### config.mk
export PLATFORM = sky130hd
export DESIGN_NAME = jat_framer
export DESIGN_NICKNAME = d
export VERILOG_FILES = /design/src/verilog/jat_pkg.sv /design/src/verilog/jat_fifo.sv /design/src/verilog/jat_framer.sv
export VERILOG_INCLUDE_DIRS = /design/src /design/src/verilog
export SDC_FILE = /design/constraint.sdc
export NUM_CORES = 1
export LEC_CHECK = 0
export BUFFER_PORTS_ARGS = -buffer_cell sky130_fd_sc_hd__buf_2
export CAP_MARGIN = 20
export CORE_ASPECT_RATIO = 0.6
export CORE_MARGIN = 5
export CORE_UTILIZATION = 34
export DETAILED_ROUTE_END_ITERATION = 10
export PLACE_DENSITY = 0.48
export SYNTH_ARGS = -nofsm -noshare
export SYNTH_HDL_FRONTEND = slang
export SYNTH_SLANG_ARGS = --single-unit
### constraint.sdc
create_clock -name clk_sys -period 8.86 [get_ports clk_sys]
set_input_delay 0.886 -clock clk_sys [delete_from_list [all_inputs] [get_ports clk_sys]]
set_output_delay 0.886 -clock clk_sys [all_outputs]
set_load 0.005 [all_outputs]
### src/verilog/jat_cfg.svh
/*
 * constants for the J1939 ambient / aftertreatment framer: identifier
 * fields, group numbers, scaling offsets, not-available codes, timing.
 * assumes inclusion by bare name from the package and the design files.
 */
`ifndef JAT_CFG_SVH
`define JAT_CFG_SVH

// ----------------------------------------------------------------------
// timing
// ----------------------------------------------------------------------
`define JAT_CLK_HZ            40000000
`define JAT_HALF_SEC_MS       500
`define JAT_HALF_SEC_CYC      (`JAT_HALF_SEC_MS * (`JAT_CLK_HZ / 1000))
`define JAT_TMR_W             26

// ----------------------------------------------------------------------
// identifier fields of all four groups; priority, EDP and DP common to all
// ----------------------------------------------------------------------
`define JAT_PRIO              3'h6
`define JAT_EDP               1'h0
`define JAT_DP                1'h0
`define JAT_PF_AMB            8'hFE
`define JAT_PS_AMB            8'hF5
`define JAT_PF_ATI2           8'hFD
`define JAT_PS_ATI2           8'hB4
`define JAT_PF_ATO2           8'hFD
`define JAT_PS_ATO2           8'hB3
`define JAT_PF_CCSS           8'hFE
`define JAT_PS_CCSS           8'hED
`define JAT_PGN_AMB           18'h0FEF5
`define JAT_PGN_ATI2          18'h0FDB4
`define JAT_PGN_ATO2          18'h0FDB3
`define JAT_PGN_CCSS          18'h0FEED
`define JAT_ADDR_GLOBAL       8'hFF

// ----------------------------------------------------------------------
// field positions inside the 29-bit identifier
// ----------------------------------------------------------------------
`define JAT_ID_PRIO_LSB       26
`define JAT_ID_EDP_BIT        25
`define JAT_ID_DP_BIT         24
`define JAT_ID_PF_LSB         16
`define JAT_ID_PS_LSB         8

// ----------------------------------------------------------------------
// scaling: 16-bit temps are 1/32 degC, offset 273 degC = 0x2220 counts
// ----------------------------------------------------------------------
`define JAT_TEMP16_OFS        18'sh02220
`define JAT_TEMP8_OFS         10'sh028
`define JAT_RAW8_MAX          8'hFA
`define JAT_NA8               8'hFF
`define JAT_NA16              16'hFFFF

`define JAT_FIFO_DEPTH        8

`endif

### src/verilog/jat_pkg.sv
/*
 * types of the J1939 framer: frame carrier, group select, scheduler states.
 * assumes jat_cfg.svh is on the include path.
 */
package jat_pkg;
    `include "jat_cfg.svh"

    // byte 1 of the payload is data[7:0], transmitted first
    typedef struct packed {
        logic [28:0] id;
        logic [63:0] data;
    } jat_frame_s;

    typedef enum logic [1:0] {
        JAT_GRP_AMB  = 2'h0,
        JAT_GRP_ATI2 = 2'h1,
        JAT_GRP_ATO2 = 2'h2,
        JAT_GRP_CCSS = 2'h3
    } jat_grp_e;

    typedef enum logic [1:0] {
        JAT_ST_IDLE = 2'h0,
        JAT_ST_LOAD = 2'h1,
        JAT_ST_PUSH = 2'h3
    } jat_state_e;
endpackage : jat_pkg

### src/verilog/jat_fifo.sv
/*
 * synchronous FIFO with valid/ready on both sides.
 * assumes one clock, a clock enable and an active-low async reset.
 */
`timescale 1ns/1ps
module jat_fifo #(
    parameter int WIDTH = 93,
    parameter int DEPTH = 8
) (
    input  wire logic             clk_sys,
    input  wire logic             arst_n,
    input  wire logic             ce,
    input  wire logic             in_valid,
    output logic                  in_ready,
    input  wire logic [WIDTH-1:0] in_data,
    output logic                  out_valid,
    input  wire logic             out_ready,
    output logic [WIDTH-1:0]      out_data
);
    localparam int AW = $clog2(DEPTH);

    logic [WIDTH-1:0] mem [DEPTH];
    logic [AW-1:0]    wr_ptr_reg;
    logic [AW-1:0]    rd_ptr_reg;
    logic [AW:0]      count_reg;
    logic             push;
    logic             pop;

    assign in_ready  = (count_reg != (AW+1)'(DEPTH));
    assign out_valid = (count_reg != '0);
    assign push      = ce && in_valid && in_ready;
    assign pop       = ce && out_valid && out_ready;
    assign out_data  = mem[rd_ptr_reg];

    // storage has no reset; out_data is only taken while count is non-zero
    always_ff @(posedge clk_sys) begin
        if (push) begin
            mem[wr_ptr_reg] <= in_data;
        end
    end

    always_ff @(posedge clk_sys or negedge arst_n) begin
        if (!arst_n) begin
            wr_ptr_reg <= '0;
            rd_ptr_reg <= '0;
            count_reg  <= '0;
        end else begin
            if (push) begin
                wr_ptr_reg <= (wr_ptr_reg == AW'(DEPTH-1)) ? '0
                                                           : wr_ptr_reg + 1'b1;
            end
            if (pop) begin
                rd_ptr_reg <= (rd_ptr_reg == AW'(DEPTH-1)) ? '0
                                                           : rd_ptr_reg + 1'b1;
            end
            if (push && !pop) begin
                count_reg <= count_reg + 1'b1;
            end else if (pop && !push) begin
                count_reg <= count_reg - 1'b1;
            end
        end
    end
endmodule : jat_fifo

### src/verilog/jat_framer.sv
/*
 * J1939 framer for ambient conditions, aftertreatment intake gas 2,
 * aftertreatment outlet gas 2 and cruise control / vehicle speed setup.
 * assumes all inputs come from logic on clk_sys (CAN controller receive
 * path and sensor processing); the frame output feeds a CAN transmitter.
 */

`timescale 1ns/1ps
module jat_framer
    import jat_pkg::*;
#(
    parameter int HALF_SEC_CYC = `JAT_HALF_SEC_CYC
) (
    input  wire logic               clk_sys,
    input  wire logic               arst_n,
    input  wire logic               ce,
    input  wire logic [7:0]         own_addr,
    input  wire logic [7:0]         baro_cnt,
    input  wire logic               baro_ok,
    input  wire logic signed [15:0] amb_temp_q5,
    input  wire logic               amb_temp_ok,
    input  wire logic signed [8:0]  inlet_temp_c,
    input  wire logic               inlet_temp_ok,
    input  wire logic signed [15:0] trap_in_q5,
    input  wire logic               trap_in_ok,
    input  wire logic signed [15:0] trap_out_q5,
    input  wire logic               trap_out_ok,
    input  wire logic [7:0]         max_spd_kmh,
    input  wire logic               max_spd_ok,
    input  wire logic [7:0]         cc_hi_kmh,
    input  wire logic               cc_hi_ok,
    input  wire logic [7:0]         cc_lo_kmh,
    input  wire logic               cc_lo_ok,
    input  wire logic               req_valid,
    input  wire logic [17:0]        req_pgn,
    input  wire logic [7:0]         req_dst,
    output jat_frame_s              tx_frame,
    output logic                    tx_valid,
    input  wire logic               tx_ready,
    output logic                    req_taken,
    output logic                    tick_lost
);

    // ------------------------------------------------------------------
    // scaling helpers
    // ------------------------------------------------------------------
    // 1/32 degC signed input; below -273 degC clamps to zero counts
    function automatic logic [15:0] jat_temp16(
        input logic signed [15:0] t,
        input logic               ok
    );
        logic signed [17:0] s;
        s = {{2{t[15]}}, t} + `JAT_TEMP16_OFS;
        if (!ok) begin
            jat_temp16 = `JAT_NA16;
        end else if (s < 0) begin
            jat_temp16 = 16'h0000;
        end else begin
            jat_temp16 = s[15:0];
        end
    endfunction : jat_temp16

    // whole degC signed input, 1 degC/count, -40 degC offset
    function automatic logic [7:0] jat_temp8(
        input logic signed [8:0] t,
        input logic              ok
    );
        logic signed [9:0] s;
        s = {t[8], t} + `JAT_TEMP8_OFS;
        if (!ok) begin
            jat_temp8 = `JAT_NA8;
        end else if (s < 0) begin
            jat_temp8 = 8'h00;
        end else if (s > $signed({2'h0, `JAT_RAW8_MAX})) begin
            jat_temp8 = `JAT_RAW8_MAX;
        end else begin
            jat_temp8 = s[7:0];
        end
    endfunction : jat_temp8

    // codes above 0xFA are reserved for error / not-available markers
    function automatic logic [7:0] jat_raw8(
        input logic [7:0] v,
        input logic       ok
    );
        if (!ok) begin
            jat_raw8 = `JAT_NA8;
        end else if (v > `JAT_RAW8_MAX) begin
            jat_raw8 = `JAT_RAW8_MAX;
        end else begin
            jat_raw8 = v;
        end
    endfunction : jat_raw8

    function automatic logic [28:0] jat_make_id(
        input logic [7:0] pf,
        input logic [7:0] ps,
        input logic [7:0] sa
    );
        logic [28:0] id;
        id = '0;
        id[`JAT_ID_PRIO_LSB +: 3] = `JAT_PRIO;
        id[`JAT_ID_EDP_BIT]       = `JAT_EDP;
        id[`JAT_ID_DP_BIT]        = `JAT_DP;
        id[`JAT_ID_PF_LSB +: 8]   = pf;
        id[`JAT_ID_PS_LSB +: 8]   = ps;
        id[7:0]                   = sa;
        jat_make_id = id;
    endfunction : jat_make_id

    // ------------------------------------------------------------------
    // repetition timer
    // ------------------------------------------------------------------
    // one 500 ms base; ambient fires on every second tick
    logic [`JAT_TMR_W-1:0] tmr_reg;
    logic                  amb_phase_reg;
    logic                  half_tick;

    assign half_tick = (tmr_reg == `JAT_TMR_W'(HALF_SEC_CYC - 1));

    always_ff @(posedge clk_sys or negedge arst_n) begin
        if (!arst_n) begin
            tmr_reg       <= '0;
            amb_phase_reg <= 1'b0;
        end else if (ce) begin
            if (half_tick) begin
                tmr_reg       <= '0;
                amb_phase_reg <= !amb_phase_reg;
            end else begin
                tmr_reg <= tmr_reg + 1'b1;
            end
        end
    end

    // ------------------------------------------------------------------
    // request decode
    // ------------------------------------------------------------------
    logic req_for_us;
    logic [3:0] req_set;

    // PDU2 groups are broadcast, so the reply goes to everyone
    assign req_for_us = req_valid && ((req_dst == own_addr) ||
                                      (req_dst == `JAT_ADDR_GLOBAL));

    always_comb begin
        req_set = 4'h0;
        if (req_for_us) begin
            unique case (req_pgn)
                `JAT_PGN_AMB:  req_set[JAT_GRP_AMB]  = 1'b1;
                `JAT_PGN_ATI2: req_set[JAT_GRP_ATI2] = 1'b1;
                `JAT_PGN_ATO2: req_set[JAT_GRP_ATO2] = 1'b1;
                `JAT_PGN_CCSS: req_set[JAT_GRP_CCSS] = 1'b1;
                default:       req_set = 4'h0;
            endcase
        end
    end

    always_ff @(posedge clk_sys or negedge arst_n) begin
        if (!arst_n) begin
            req_taken <= 1'b0;
        end else if (ce) begin
            req_taken <= (req_set != 4'h0);
        end
    end

    // ------------------------------------------------------------------
    // pending flags
    // ------------------------------------------------------------------
    logic [3:0] pend_reg;
    logic [3:0] pend_next;
    logic [3:0] tmr_set;
    logic [3:0] pend_clr;
    logic [3:0] pend_set;

    always_comb begin
        tmr_set = 4'h0;
        tmr_set[JAT_GRP_AMB]  = half_tick && amb_phase_reg;
        tmr_set[JAT_GRP_ATI2] = half_tick;
        tmr_set[JAT_GRP_ATO2] = half_tick;
        tmr_set[JAT_GRP_CCSS] = 1'b0;
    end

    assign pend_set  = tmr_set | req_set;
    // a new cause in the clearing cycle keeps the flag set
    assign pend_next = (pend_reg & ~pend_clr) | pend_set;

    always_ff @(posedge clk_sys or negedge arst_n) begin
        if (!arst_n) begin
            pend_reg <= 4'h0;
        end else if (ce) begin
            pend_reg <= pend_next;
        end
    end

    // a periodic tick finding its group still waiting is merged, flagged
    always_ff @(posedge clk_sys or negedge arst_n) begin
        if (!arst_n) begin
            tick_lost <= 1'b0;
        end else if (ce) begin
            tick_lost <= |(tmr_set & pend_reg & ~pend_clr);
        end
    end

    // ------------------------------------------------------------------
    // scheduler
    // ------------------------------------------------------------------
    jat_state_e state_reg;
    jat_grp_e   grp_reg;
    jat_grp_e   grp_pick;
    jat_frame_s build_reg;
    jat_frame_s build_next;
    logic       fifo_in_ready;
    logic       fifo_out_valid;
    logic       fifo_out_ready;
    jat_frame_s fifo_out_data;

    always_comb begin
        grp_pick = JAT_GRP_CCSS;
        if (pend_reg[JAT_GRP_AMB]) begin
            grp_pick = JAT_GRP_AMB;
        end else if (pend_reg[JAT_GRP_ATI2]) begin
            grp_pick = JAT_GRP_ATI2;
        end else if (pend_reg[JAT_GRP_ATO2]) begin
            grp_pick = JAT_GRP_ATO2;
        end
    end

    always_comb begin
        pend_clr = 4'h0;
        if (state_reg == JAT_ST_IDLE && pend_reg != 4'h0) begin
            pend_clr[grp_pick] = 1'b1;
        end
    end

    always_ff @(posedge clk_sys or negedge arst_n) begin
        if (!arst_n) begin
            state_reg <= JAT_ST_IDLE;
            grp_reg   <= JAT_GRP_AMB;
        end else if (ce) begin
            unique case (state_reg)
                JAT_ST_IDLE: begin
                    if (pend_reg != 4'h0) begin
                        grp_reg   <= grp_pick;
                        state_reg <= JAT_ST_LOAD;
                    end
                end
                JAT_ST_LOAD: begin
                    state_reg <= JAT_ST_PUSH;
                end
                JAT_ST_PUSH: begin
                    // full FIFO stalls here; pending flags keep collecting
                    if (fifo_in_ready) begin
                        state_reg <= JAT_ST_IDLE;
                    end
                end
                default: begin
                    state_reg <= JAT_ST_IDLE;
                end
            endcase
        end
    end

    // ------------------------------------------------------------------
    // payload assembly
    // ------------------------------------------------------------------
    // inputs are sampled at load, so a frame is one coherent snapshot
    always_comb begin
        logic [7:0]  b [8];
        logic [15:0] t16;
        logic [7:0]  pf;
        logic [7:0]  ps;
        for (int i = 0; i < 8; i++) begin
            b[i] = `JAT_NA8;
        end
        t16 = `JAT_NA16;
        pf  = `JAT_PF_AMB;
        ps  = `JAT_PS_AMB;
        unique case (grp_reg)
            JAT_GRP_AMB: begin
                b[0] = jat_raw8(baro_cnt, baro_ok);
                t16  = jat_temp16(amb_temp_q5, amb_temp_ok);
                b[3] = t16[7:0];
                b[4] = t16[15:8];
                b[5] = jat_temp8(inlet_temp_c, inlet_temp_ok);
            end
            JAT_GRP_ATI2: begin
                // bytes 1-2, 5-8 stay not-available
                t16  = jat_temp16(trap_in_q5, trap_in_ok);
                b[2] = t16[7:0];
                b[3] = t16[15:8];
                pf   = `JAT_PF_ATI2;
                ps   = `JAT_PS_ATI2;
            end
            JAT_GRP_ATO2: begin
                // bytes 1-2, 5-8 stay not-available
                t16  = jat_temp16(trap_out_q5, trap_out_ok);
                b[2] = t16[7:0];
                b[3] = t16[15:8];
                pf   = `JAT_PF_ATO2;
                ps   = `JAT_PS_ATO2;
            end
            JAT_GRP_CCSS: begin
                b[0] = jat_raw8(max_spd_kmh, max_spd_ok);
                b[1] = jat_raw8(cc_hi_kmh, cc_hi_ok);
                b[2] = jat_raw8(cc_lo_kmh, cc_lo_ok);
                pf   = `JAT_PF_CCSS;
                ps   = `JAT_PS_CCSS;
            end
        endcase
        build_next.id   = jat_make_id(pf, ps, own_addr);
        build_next.data = {b[7], b[6], b[5], b[4], b[3], b[2], b[1], b[0]};
    end

    always_ff @(posedge clk_sys or negedge arst_n) begin
        if (!arst_n) begin
            build_reg <= '0;
        end else if (ce && state_reg == JAT_ST_LOAD) begin
            build_reg <= build_next;
        end
    end

    // ------------------------------------------------------------------
    // frame queue and output stage
    // ------------------------------------------------------------------
    jat_fifo #(
        .WIDTH ($bits(jat_frame_s)),
        .DEPTH (`JAT_FIFO_DEPTH)
    ) u_fifo (
        .clk_sys   (clk_sys),
        .arst_n    (arst_n),
        .ce        (ce),
        .in_valid  (state_reg == JAT_ST_PUSH),
        .in_ready  (fifo_in_ready),
        .in_data   (build_reg),
        .out_valid (fifo_out_valid),
        .out_ready (fifo_out_ready),
        .out_data  (fifo_out_data)
    );

    assign fifo_out_ready = !tx_valid || tx_ready;

    always_ff @(posedge clk_sys or negedge arst_n) begin
        if (!arst_n) begin
            tx_valid <= 1'b0;
            tx_frame <= '0;
        end else if (ce && fifo_out_ready) begin
            tx_valid <= fifo_out_valid;
            if (fifo_out_valid) begin
                tx_frame <= fifo_out_data;
            end
        end
    end

endmodule : jat_framer

### Word level (Yosys, flattened, before mapping)

Memory sizes are Yosys's and may differ from the RTL's. A register that Yosys moved wholly into a read port is not among the register bits.
Cells that the tools add are included.

| word-level totals | value |
|---|---|
| bits in read-only memories | 0 |
| output and inout port bits | 96 |
| register bits after elaboration | 145 |
| RAM bits | 720 |
| bits of input ports | 136 |
| bits in latches | 0 |
| memories | 1 |
| word-level logic and storage cells | 134 |

| operators by class | value |
|---|---|
| mux-type cells | 45 |
| equality and inequality tests | 17 |
| reduce and logical (&&, ||, !) cells | 31 |
| order comparisons | 11 |
| divide/modulo/power cells | 0 |
| multipliers | 0 |
| bitwise gates (word level) | 6 |
| shift-type cells | 0 |
| add/sub/neg operators | 9 |

Memory list:

| name | words | bits a word | rd ports | clocked after memory_dff | write ports | RTL line | RTL |
|---|---|---|---|---|---|---|---|
| u_fifo.mem | 8 | 90 | 1 | 1 | 1 | jat_fifo.sv:22 | `logic [WIDTH-1:0] mem [DEPTH];` |

Operators with widths:

| kind | number |
|---|---|
| $mux 16 | 7 |
| $mux 8 | 12 |
| $eq 18x16->1 const B | 4 |
| $add 16x15->17 const B | 3 |
| $lt 17x1->1 const B | 3 |
| $pmux 8 s3 | 2 |
| $gt 8x8->1 const B | 4 |
| $add 26x1->26 const B | 1 |
| $eq 26x25->1 const B | 1 |
| $mux 26 | 1 |
| $pmux 7 s3 | 1 |
| $mux 4 | 4 |
| $pmux 8 s2 | 1 |
| $logic_and 1x1->1 | 12 |
| $reduce_bool 4->1 | 3 |
| $add 9x7->10 const B | 1 |
| $gt 10x9->1 const B | 1 |
| $lt 10x1->1 const B | 1 |
| $mux 2 | 5 |
| $and 4x4->4 | 2 |
| $eq 8x8->1 | 1 |
| $eq 8x8->1 const B | 1 |
| $mux 1 | 8 |
| $add 3x1->3 const B | 2 |
| 25 further kinds | 38 |

### Logic depth before layout (Yosys ltp)

Gate-level depths: netlist of run 1.

| logic depth | value |
|---|---|
| depth in word-level cells | 11 |
| depth in mapped cells | 16 |
| mapped depth without buffers | 12 |

### By module

From an unflattened synthesis of run 1, not the netlist that was laid out.

| unflattened totals | value |
|---|---|
| cells, all modules | 2,017 |
| area, all modules | 37,973.9 um2 |

Modules (own cells, without submodules):

| module | cells each | area an instance (um2) | times used | seq. area each (um2) |
|---|---|---|---|---|
| jat_fifo | 1,141 | 28,571.2 | 1 | 22,591.7 |
| jat_framer | 876 | 9,402.8 | 1 | 4,879.7 |

### Worst setup path after synthesis of run 1

OpenSTA, ideal clock, no wires.

| timing | value |
|---|---|
| path kind | input -> register |
| start point | input port ce |
| end point | memory u_fifo.mem[0][0] (netlist bit), enable pin |
| path buffers | 1 |
| setup slack | 0.941 ns |
| setup time | 0.644 ns |
| data required time | 8.216 ns |
| arrival | 7.275 ns |
| stages on the path | 3 |
| cells stage by stage | buf_4 -> nand3_2 -> nor4_1 |

| between the ends | value |
|---|---|
| longest elaborated chain between the ends | 4 |

Ends and longest elaborated chain:

| item | RTL line | RTL |
|---|---|---|
| from (decl) | jat_framer.sv:16 | `input wire logic ce,` |
| $logic_and 1x1->1 (2 in series) | jat_fifo.sv:31 | `assign push = ce && in_valid && in_ready;` |
| $mux 1 | jat_fifo.sv:37 | `if (push) begin` |
| $mux 1 (implied by the code) | jat_fifo.sv:38 | `mem[wr_ptr_reg] <= in_data;` |
| to (decl) | jat_fifo.sv:22 |  |

Every way passes these cells.

### Worst setup path in the final report of run 1

| timing | value |
|---|---|
| start point | register u_fifo.count_reg[0] |
| end point | memory u_fifo.mem[1][6] (netlist bit), enable pin |

| between the ends | value |
|---|---|
| longest elaborated chain between the ends | 4 |

Ends and longest elaborated chain:

| item | RTL line | RTL |
|---|---|---|
| from (decl) | jat_fifo.sv:25 | `logic [AW:0] count_reg;` |
| from (signal assigned) | jat_fifo.sv:57 | `count_reg <= count_reg + 1'b1;` |
| from (signal assigned) | jat_fifo.sv:59 | `count_reg <= count_reg - 1'b1;` |
| $ne 4x4->1 | jat_fifo.sv:29 | `assign in_ready = (count_reg != (AW+1)'(DEPTH));` |
| $logic_and 1x1->1 | jat_fifo.sv:31 |  |
| net u_fifo.push | jat_fifo.sv:26 | `logic push;` |
| $mux 1 | jat_fifo.sv:37 |  |
| $mux 1 (implied by the code) | jat_fifo.sv:38 |  |

The timed path passes the listed nets, and every way through them passes these cells.

==> flow_summary.yaml, run 1 <==
status:
  outcome: "finished clean"
logic_synthesis:
  syn_avg_cell_area_um2: 16.31
  yosysMostFrequentCell: "edfxtp_1"
  syn-cell-area_um2: 28160
  synth_edf_count: 512
  synth_commonest_cells: "512 x edfxtp_1, 176 x dfrtp_1, 130 x nor2_1, 128 x mux4_2, 110 x nand2_1"
  ys_seq_area_share_pct: 70.24
  ys_warn_count: 0
  synth.area.top_cells: "edfxtp_1 55%, dfrtp_1 16%, mux4_2 10%"
  ys_types: 74
  synth_top_area_share_pct: 54.60
  synth_top_flop_cell: "edfxtp_1"
  synth_largest_area_cell: "edfxtp_1"
  async_reset_ff_share_pct: 25.58
  postSynthRegisterBits: 688
  netlist_instances: 1727
detailed_routing:
  drt_iter0_markers: 989
  wl_met2_um: 32020
  ant_nets: 0
  drt-met1-wl_um: 32590
  firstDrtPassIters: 5
  drt_wl_total_um: 69170
  dr.max_layer_used: "met5"
  vias: 15540
  drc: 0
  detail_route.wl_per_cell_um: 22.46
  wl_met3_um: 3314
  via_per_inst: 5.046
die:
  ios: 232
  die_w_um: 381.5
  die-area_um2: 88870
  fp.coreArea_um2: 81790
  fp-row-count: 81
  die_h_um: 232.9
  initial_utilization_pct: 34.43
clocking:
  cts-resized-gates: 0
  clock_sinks: 688
  cts_inserted_buffers: 68
  cts_tree: "done"
  clk_latency_ns: 0.60
  cts.clk_slew.worst_paths_ns: 0.06
  hold_buffers: 0
  htree_levels: 3
  root_buffer: "clkbuf_16"
  clk_path_buf_depth: 3
  post_cts_buffers: 0
cells_and_area:
  area_delta_synth_final_pct: 16.04
  finalNonFillerCells: 3080
  fillCellCount: 7447
  multi_input_area_um2: 7766
  largest_reg_flops: 512
  antenna_cells: 0
  drive_gt1_share_pct: 26.24
  fin_nets: 2106
  regArea_um2: 19790
sta:
  grt_setup_unrepaired: "no"
  timing.final.crit_period_ns: 3.801
  fmax_mhz: 263.1
  setup_viol: 0
  min_period_over_period_pct: 42.90
  tightest_slew_ns: 1.111
  max_slew_margin_pct: 25.91
  final_max_slew_viol_count: 0
  skew_ns: 0.01757
  fin_ws_ns: 5.059
  hold_viol: 0
  fin_tns_setup_ns: 0
placement:
  placedCellCount: 2957
  io_buffer_count: 228
  dp_hpwl_um: 42510
  globalplace.congestion: 0.7630
  dpl_worst_slack_ns: 4.424
power_and_ir_drop:
  p_total_uw: 7953
  p_leak_uw: 0.01259
  p_per_area_nw_per_um2: 243.4
  ir_drop_v: 0.0001193
setup_path:
  path_max_fanout: 31
  critPathRequiredTime_ns: 9.08
  critPathLaunchType: "flop"
  cp.arrival_ns: 4.02
  critPathKind: "flop to flop"
  endpoint_kind: "flop"
global_route:
  grt_pass1_wl_um: 104100
  gr-total-overflow: 0
  grt_max_degree: 75
  grt.total_usage_pct: 15.57
  antenna_found_initial: 3
  grt_pass1_vias: 16180
hold_path:
  hold_path_class: "input port to async pin"
run:
  maxCapViolCount: 0
## logic make-up (layout without fill, tap and decap cells)
kind of cell             after synthesis  count (layout)  share of synthesized area (%)
AND/OR/NAND/NOR                      391             391                          6.732
adder cells (fa/ha/maj)               20              20                         0.9153
AO/OA/AOI/OAI                        246             246                          5.323
buffers and inverters                131             403                          2.435
XOR/XNOR                              55              55                          1.711
flip-flops                           688             688                          70.24
multiplexers                         195             195                          12.63
other                                  1               3                        0.01332
## placed cells by master, fill, tap and decap left out, types with 9 or more instances in the layout
master | synthesis | routed
edfxtp_1 | 512 | 512
buf_2 | 24 | 227
dfrtp_1 | 176 | 173
mux4_2 | 128 | 128
nor2_1 | 130 | 126
nand2_1 | 110 | 110
a21oi_1 | 102 | 102
clkbuf_16 | 0 | 69
mux2i_1 | 64 | 64
o21ai_0 | 58 | 58
xnor2_1 | 32 | 32
inv_1 | 26 | 26
nand3_1 | 26 | 26
nand4_1 | 25 | 25
buf_4 | 43 | 25
nand2b_1 | 23 | 23
xor2_1 | 23 | 23
ha_1 | 19 | 19
a31oi_1 | 15 | 15
clkbuf_8 | 0 | 13
o22a_1 | 11 | 11
clkbuf_1 | 19 | 11
nor3_1 | 13 | 9
## worst max-delay path: stages (launching register included)
cell and delay (ns):
dfrtp_1 0.45, or4b_1 0.18, and2_1 0.16, nand3_2 0.21, inv_1 0.20, nand2_1 0.23
nor3_2 0.84, buf_4 0.55, buf_4 0.57
## final timing paths
kind                       cells past startpoint  slack (ns)               end                 from
hold reg to reg                                1        0.48       tmr_reg[25]          tmr_reg[25]
hold / removal                                 1        0.26      tx_frame[68]               arst_n
min in group clk_sys                           1        0.48       tmr_reg[25]          tmr_reg[25]
setup / recovery                               8        5.06  u_fifo.mem[1][6]  u_fifo.count_reg[0]
setup reg to reg                               8        5.06  u_fifo.mem[1][6]  u_fifo.count_reg[0]
max in group asynchronous                      2        7.23       tx_frame[7]               arst_n
## metrics by stage
step                hold slack (ns)  util (%)  cell area (µm²)
floorplan                    0.4466         -            28170
detailed placement           0.4704     37.10            30350
global placement             0.4703     37.10            30350
CTS                          0.2449     39.89            32620
finish                       0.2569     39.95            32680
global route                 0.2595     39.95            32680
## layer usage
layer	vias up	track usage, %
met4	2	3.259
met2	316	24.52
met3	83	3.381
li1	7083	-
met5	-	0
met1	8058	22.41
## report_power, final
group	leakage (µW)	internal, µW	switching (µW)	total [µW]
clock	0.00111	1740	1210	2950
sequential	0.00777	3610	233	3850
combinational	0.00370	537	618	1160
total	0.0126	5890	2060	7950
## layout make-up
class | count | share of cell area (%)
Sequential cell | 688 | 60.56
Multi-Input combinational cell | 910 | 23.77
Clock buffer | 93 | 5.958
Timing Repair Buffer | 255 | 4.266
Tap cell | 1079 | 4.132
Clock inverter | 28 | 1.003
Inverter | 27 | 0.3102
No activity file was read; power rests on OpenSTA's default activity.
==> inputs of run 2 (changes only) <==
--- a/config.mk
+++ b/config.mk
@@ -12,7 +12,7 @@
 export CORE_MARGIN = 5
 export CORE_UTILIZATION = 34
 export DETAILED_ROUTE_END_ITERATION = 10
-export PLACE_DENSITY = 0.48
+export PLACE_DENSITY = 0.5
 export SYNTH_ARGS = -nofsm -noshare
 export SYNTH_HDL_FRONTEND = slang
 export SYNTH_SLANG_ARGS = --single-unit
==> constraint.sdc (replaced) <==
create_clock -name clk_sys -period 3.05 [get_ports clk_sys]
set_input_delay 0.305 -clock clk_sys [delete_from_list [all_inputs] [get_ports clk_sys]]
set_output_delay 0.305 -clock clk_sys [all_outputs]
set_load 0.005 [all_outputs]
==> run 2 against run 1 <==
Effect of this change:
- cell area rose by 2.1%
- setup slack worse by 4.8 ns
- critical path type unchanged
- core utilization is 0.84 points higher
- final cell count up 2.0%
- largest power group unchanged
==> flow_summary.yaml, run 2 (synthesized netlist as in run 1, its figures left out) <==
status:
  outcome: "finished clean"
sta:
  fmax_mhz: 363.6
  timing.final.crit_period_ns: 2.750
  skew_ns: 0.02218
  min_period_over_period_pct: 90.18
  setup_viol: 0
  final_max_slew_viol_count: 0
  hold_viol: 0
  tightest_slew_ns: 0.8023
  max_slew_margin_pct: 46.51
  fin_tns_setup_ns: 0
  grt_setup_unrepaired: "no"
hold_path:
  hold_path_class: "input port to flop"
  hp-start: "inlet_temp_c[2]"
  min_path_cells: 3
detailed_routing:
  wl_met3_um: 3337
  ant_nets: 0
  vias: 15910
  firstDrtPassIters: 5
  drc: 0
  detail_route.wl_per_cell_um: 21.89
  via_per_inst: 5.064
  wl_met2_um: 31610
  dr.max_layer_used: "met4"
  drt_wl_total_um: 68760
  drt-met1-wl_um: 32820
  drt_iter0_markers: 1083
setup_path:
  r2r-start: "grp_reg[0]"
  crit_slowest_cell: "or3_1"
  crit_path_start: "grp_reg[0]"
  path_max_fanout: 8
  worstPathCellList: "inv_1 > ha_1 > or3_1 > nor3_1 > a41oi_1 > dlygate4sd3_1"
  critPathKind: "flop to flop"
  critPathLaunchType: "flop"
  critPathRequiredTime_ns: 3.55
  endpoint_kind: "flop"
  cp.arrival_ns: 3.25
  crit_family: "simple AND/OR/NAND/NOR gates"
  path_depth: 6
  r2r_cells: 6
  path_buf_inv: 2
  cpPeakStageDelay_ns: 0.62
power_and_ir_drop:
  clkPwrFrac_pct: 36.2
  p_leak_uw: 0.01284
  power_frac_seq_pct: 48.2
  swShare_pct: 26.65
  cell_internal_pwr_uw: 16940
  p_per_area_nw_per_um2: 692.3
  power_frac_comb_pct: 15.6
  power_switching_uw: 6157
  ir_drop_v: 0.0004204
global_route:
  grt_pass1_wl_um: 104800
  antenna_found_initial: 1
  grt_max_degree: 133
  grt_pass1_vias: 16610
  gr-total-overflow: 0
  grt.total_usage_pct: 15.54
die:
  fp.coreArea_um2: 81790
  fp-row-count: 81
  die_w_um: 381.5
  initial_utilization_pct: 34.43
  die-area_um2: 88870
  ios: 232
  die_h_um: 232.9
clocking:
  clock_sinks: 688
  htree_levels: 3
  root_buffer: "clkbuf_16"
  cts.clk_slew.worst_paths_ns: 0.06
  cts_tree: "done"
  cts_inserted_buffers: 70
  clk_path_buf_depth: 3
  clk_latency_ns: 0.61
  cts-resized-gates: 0
cells_and_area:
  fin_util_pct: 40.80
  final_cell_mix: "512 x edfxtp_1, 227 x buf_2, 173 x dfrtp_1"
  drive_gt1_share_pct: 26.39
  largest_reg_flops: 512
  fin_nets: 2159
  area_delta_synth_final_pct: 18.49
  layout_commonest_cell: "edfxtp_1"
run:
  maxCapViolCount: 0
placement:
  io_buffer_count: 228
  dp_hpwl_um: 42260
  globalplace.congestion: 0.8228
==> run 2: cell types whose count changed in the layout (fill, tap and decap cells not counted), moves of 2 or more <==
| cell | before | now |
|---|---|---|
| buf_12 | 0 | 20 |
| buf_16 | 2 | 0 |
| bufinv_16 | 7 | 3 |
| clkbuf_8 | 13 | 8 |
| clkinv_1 | 6 | 16 |
| clkinv_8 | 0 | 3 |
| dlygate4sd3_1 | 0 | 33 |
| nor3_2 | 8 | 4 |
| nor3_4 | 1 | 5 |
==> run 2: area by class of cell <==
class / count / area, µm²
Fill cell: 7425 / 48420
Sequential cell: 688 / 19790
Tap cell: 1079 / 1350
Clock inverter: 41 / 337.8
Clock buffer: 89 / 1903
Antenna cell: 1 / 2.502
Multi-Input combinational cell: 910 / 7812
Timing Repair Buffer: 306 / 2069
Inverter: 27 / 101.3
==> run 2: final timing paths <==
check | slack, ns | end
max | 0.30 | build_reg[16]
min | 0.04 | build_reg[42]
max reg2reg | 0.30 | build_reg[16]
min reg2reg | 0.48 | tmr_reg[25]
max in group asynchronous | 1.94 | tx_frame[65]
min in group asynchronous | 0.22 | tmr_reg[11]
==> run 2: through the flow <==
step | hold WS [ns] | setup slack (ns) | area, µm² | total power (µW) | instances
4_1_cts | 0.001897 | 0.2651 | 33360 | 23520 | 3140
3_3_place_gp | 0.3145 | 0.4003 | 30790 | 15030 | 2977
6_report | 0.04005 | 0.2996 | 33370 | 23100 | 3141
2_1_floorplan | 0.009409 | -0.7711 | 28230 | 13610 | 1729
5_1_grt | 0.02421 | 0.1277 | 33360 | 24250 | 3140
3_5_place_dp | 0.3326 | 0.4161 | 30790 | 15060 | 2977
==> run 2: repair_timing <==
item / in CTS / in global routing
setup endpoints to repair: 0 / 0
hold buffers: 33 / 0
setup buffers: 0 / 0
endpoints found under the hold margin: 91 / 0
==> run 2: power groups by stage <==
| stage | logic [µW] | clock network [µW] | registers [µW] |
|---|---|---|---|
| 2_1_floorplan | 2610 | 0 | 11000 |
| 3_3_place_gp | 3680 | 0 | 11300 |
| 3_5_place_dp | 3690 | 0 | 11400 |
| 4_1_cts | 3740 | 8600 | 11200 |
| 5_1_grt | 3990 | 9030 | 11200 |
| 6_report | 3610 | 8350 | 11100 |
==> run 2: worst min-delay path: cells and delay by family <==
family / cells / cell delay, ns
AO/OA/AOI/OAI: 2 / 0.21
buffers and inverters: 1 / 0.09
==> run 2: layer usage <==
layer | global-route usage, % | vias up
met4 | 3.306 | 0
met3 | 2.830 | 77
met2 | 24.45 | 355
li1 | - | 7226
met1 | 22.72 | 8249
met5 | 0 | -
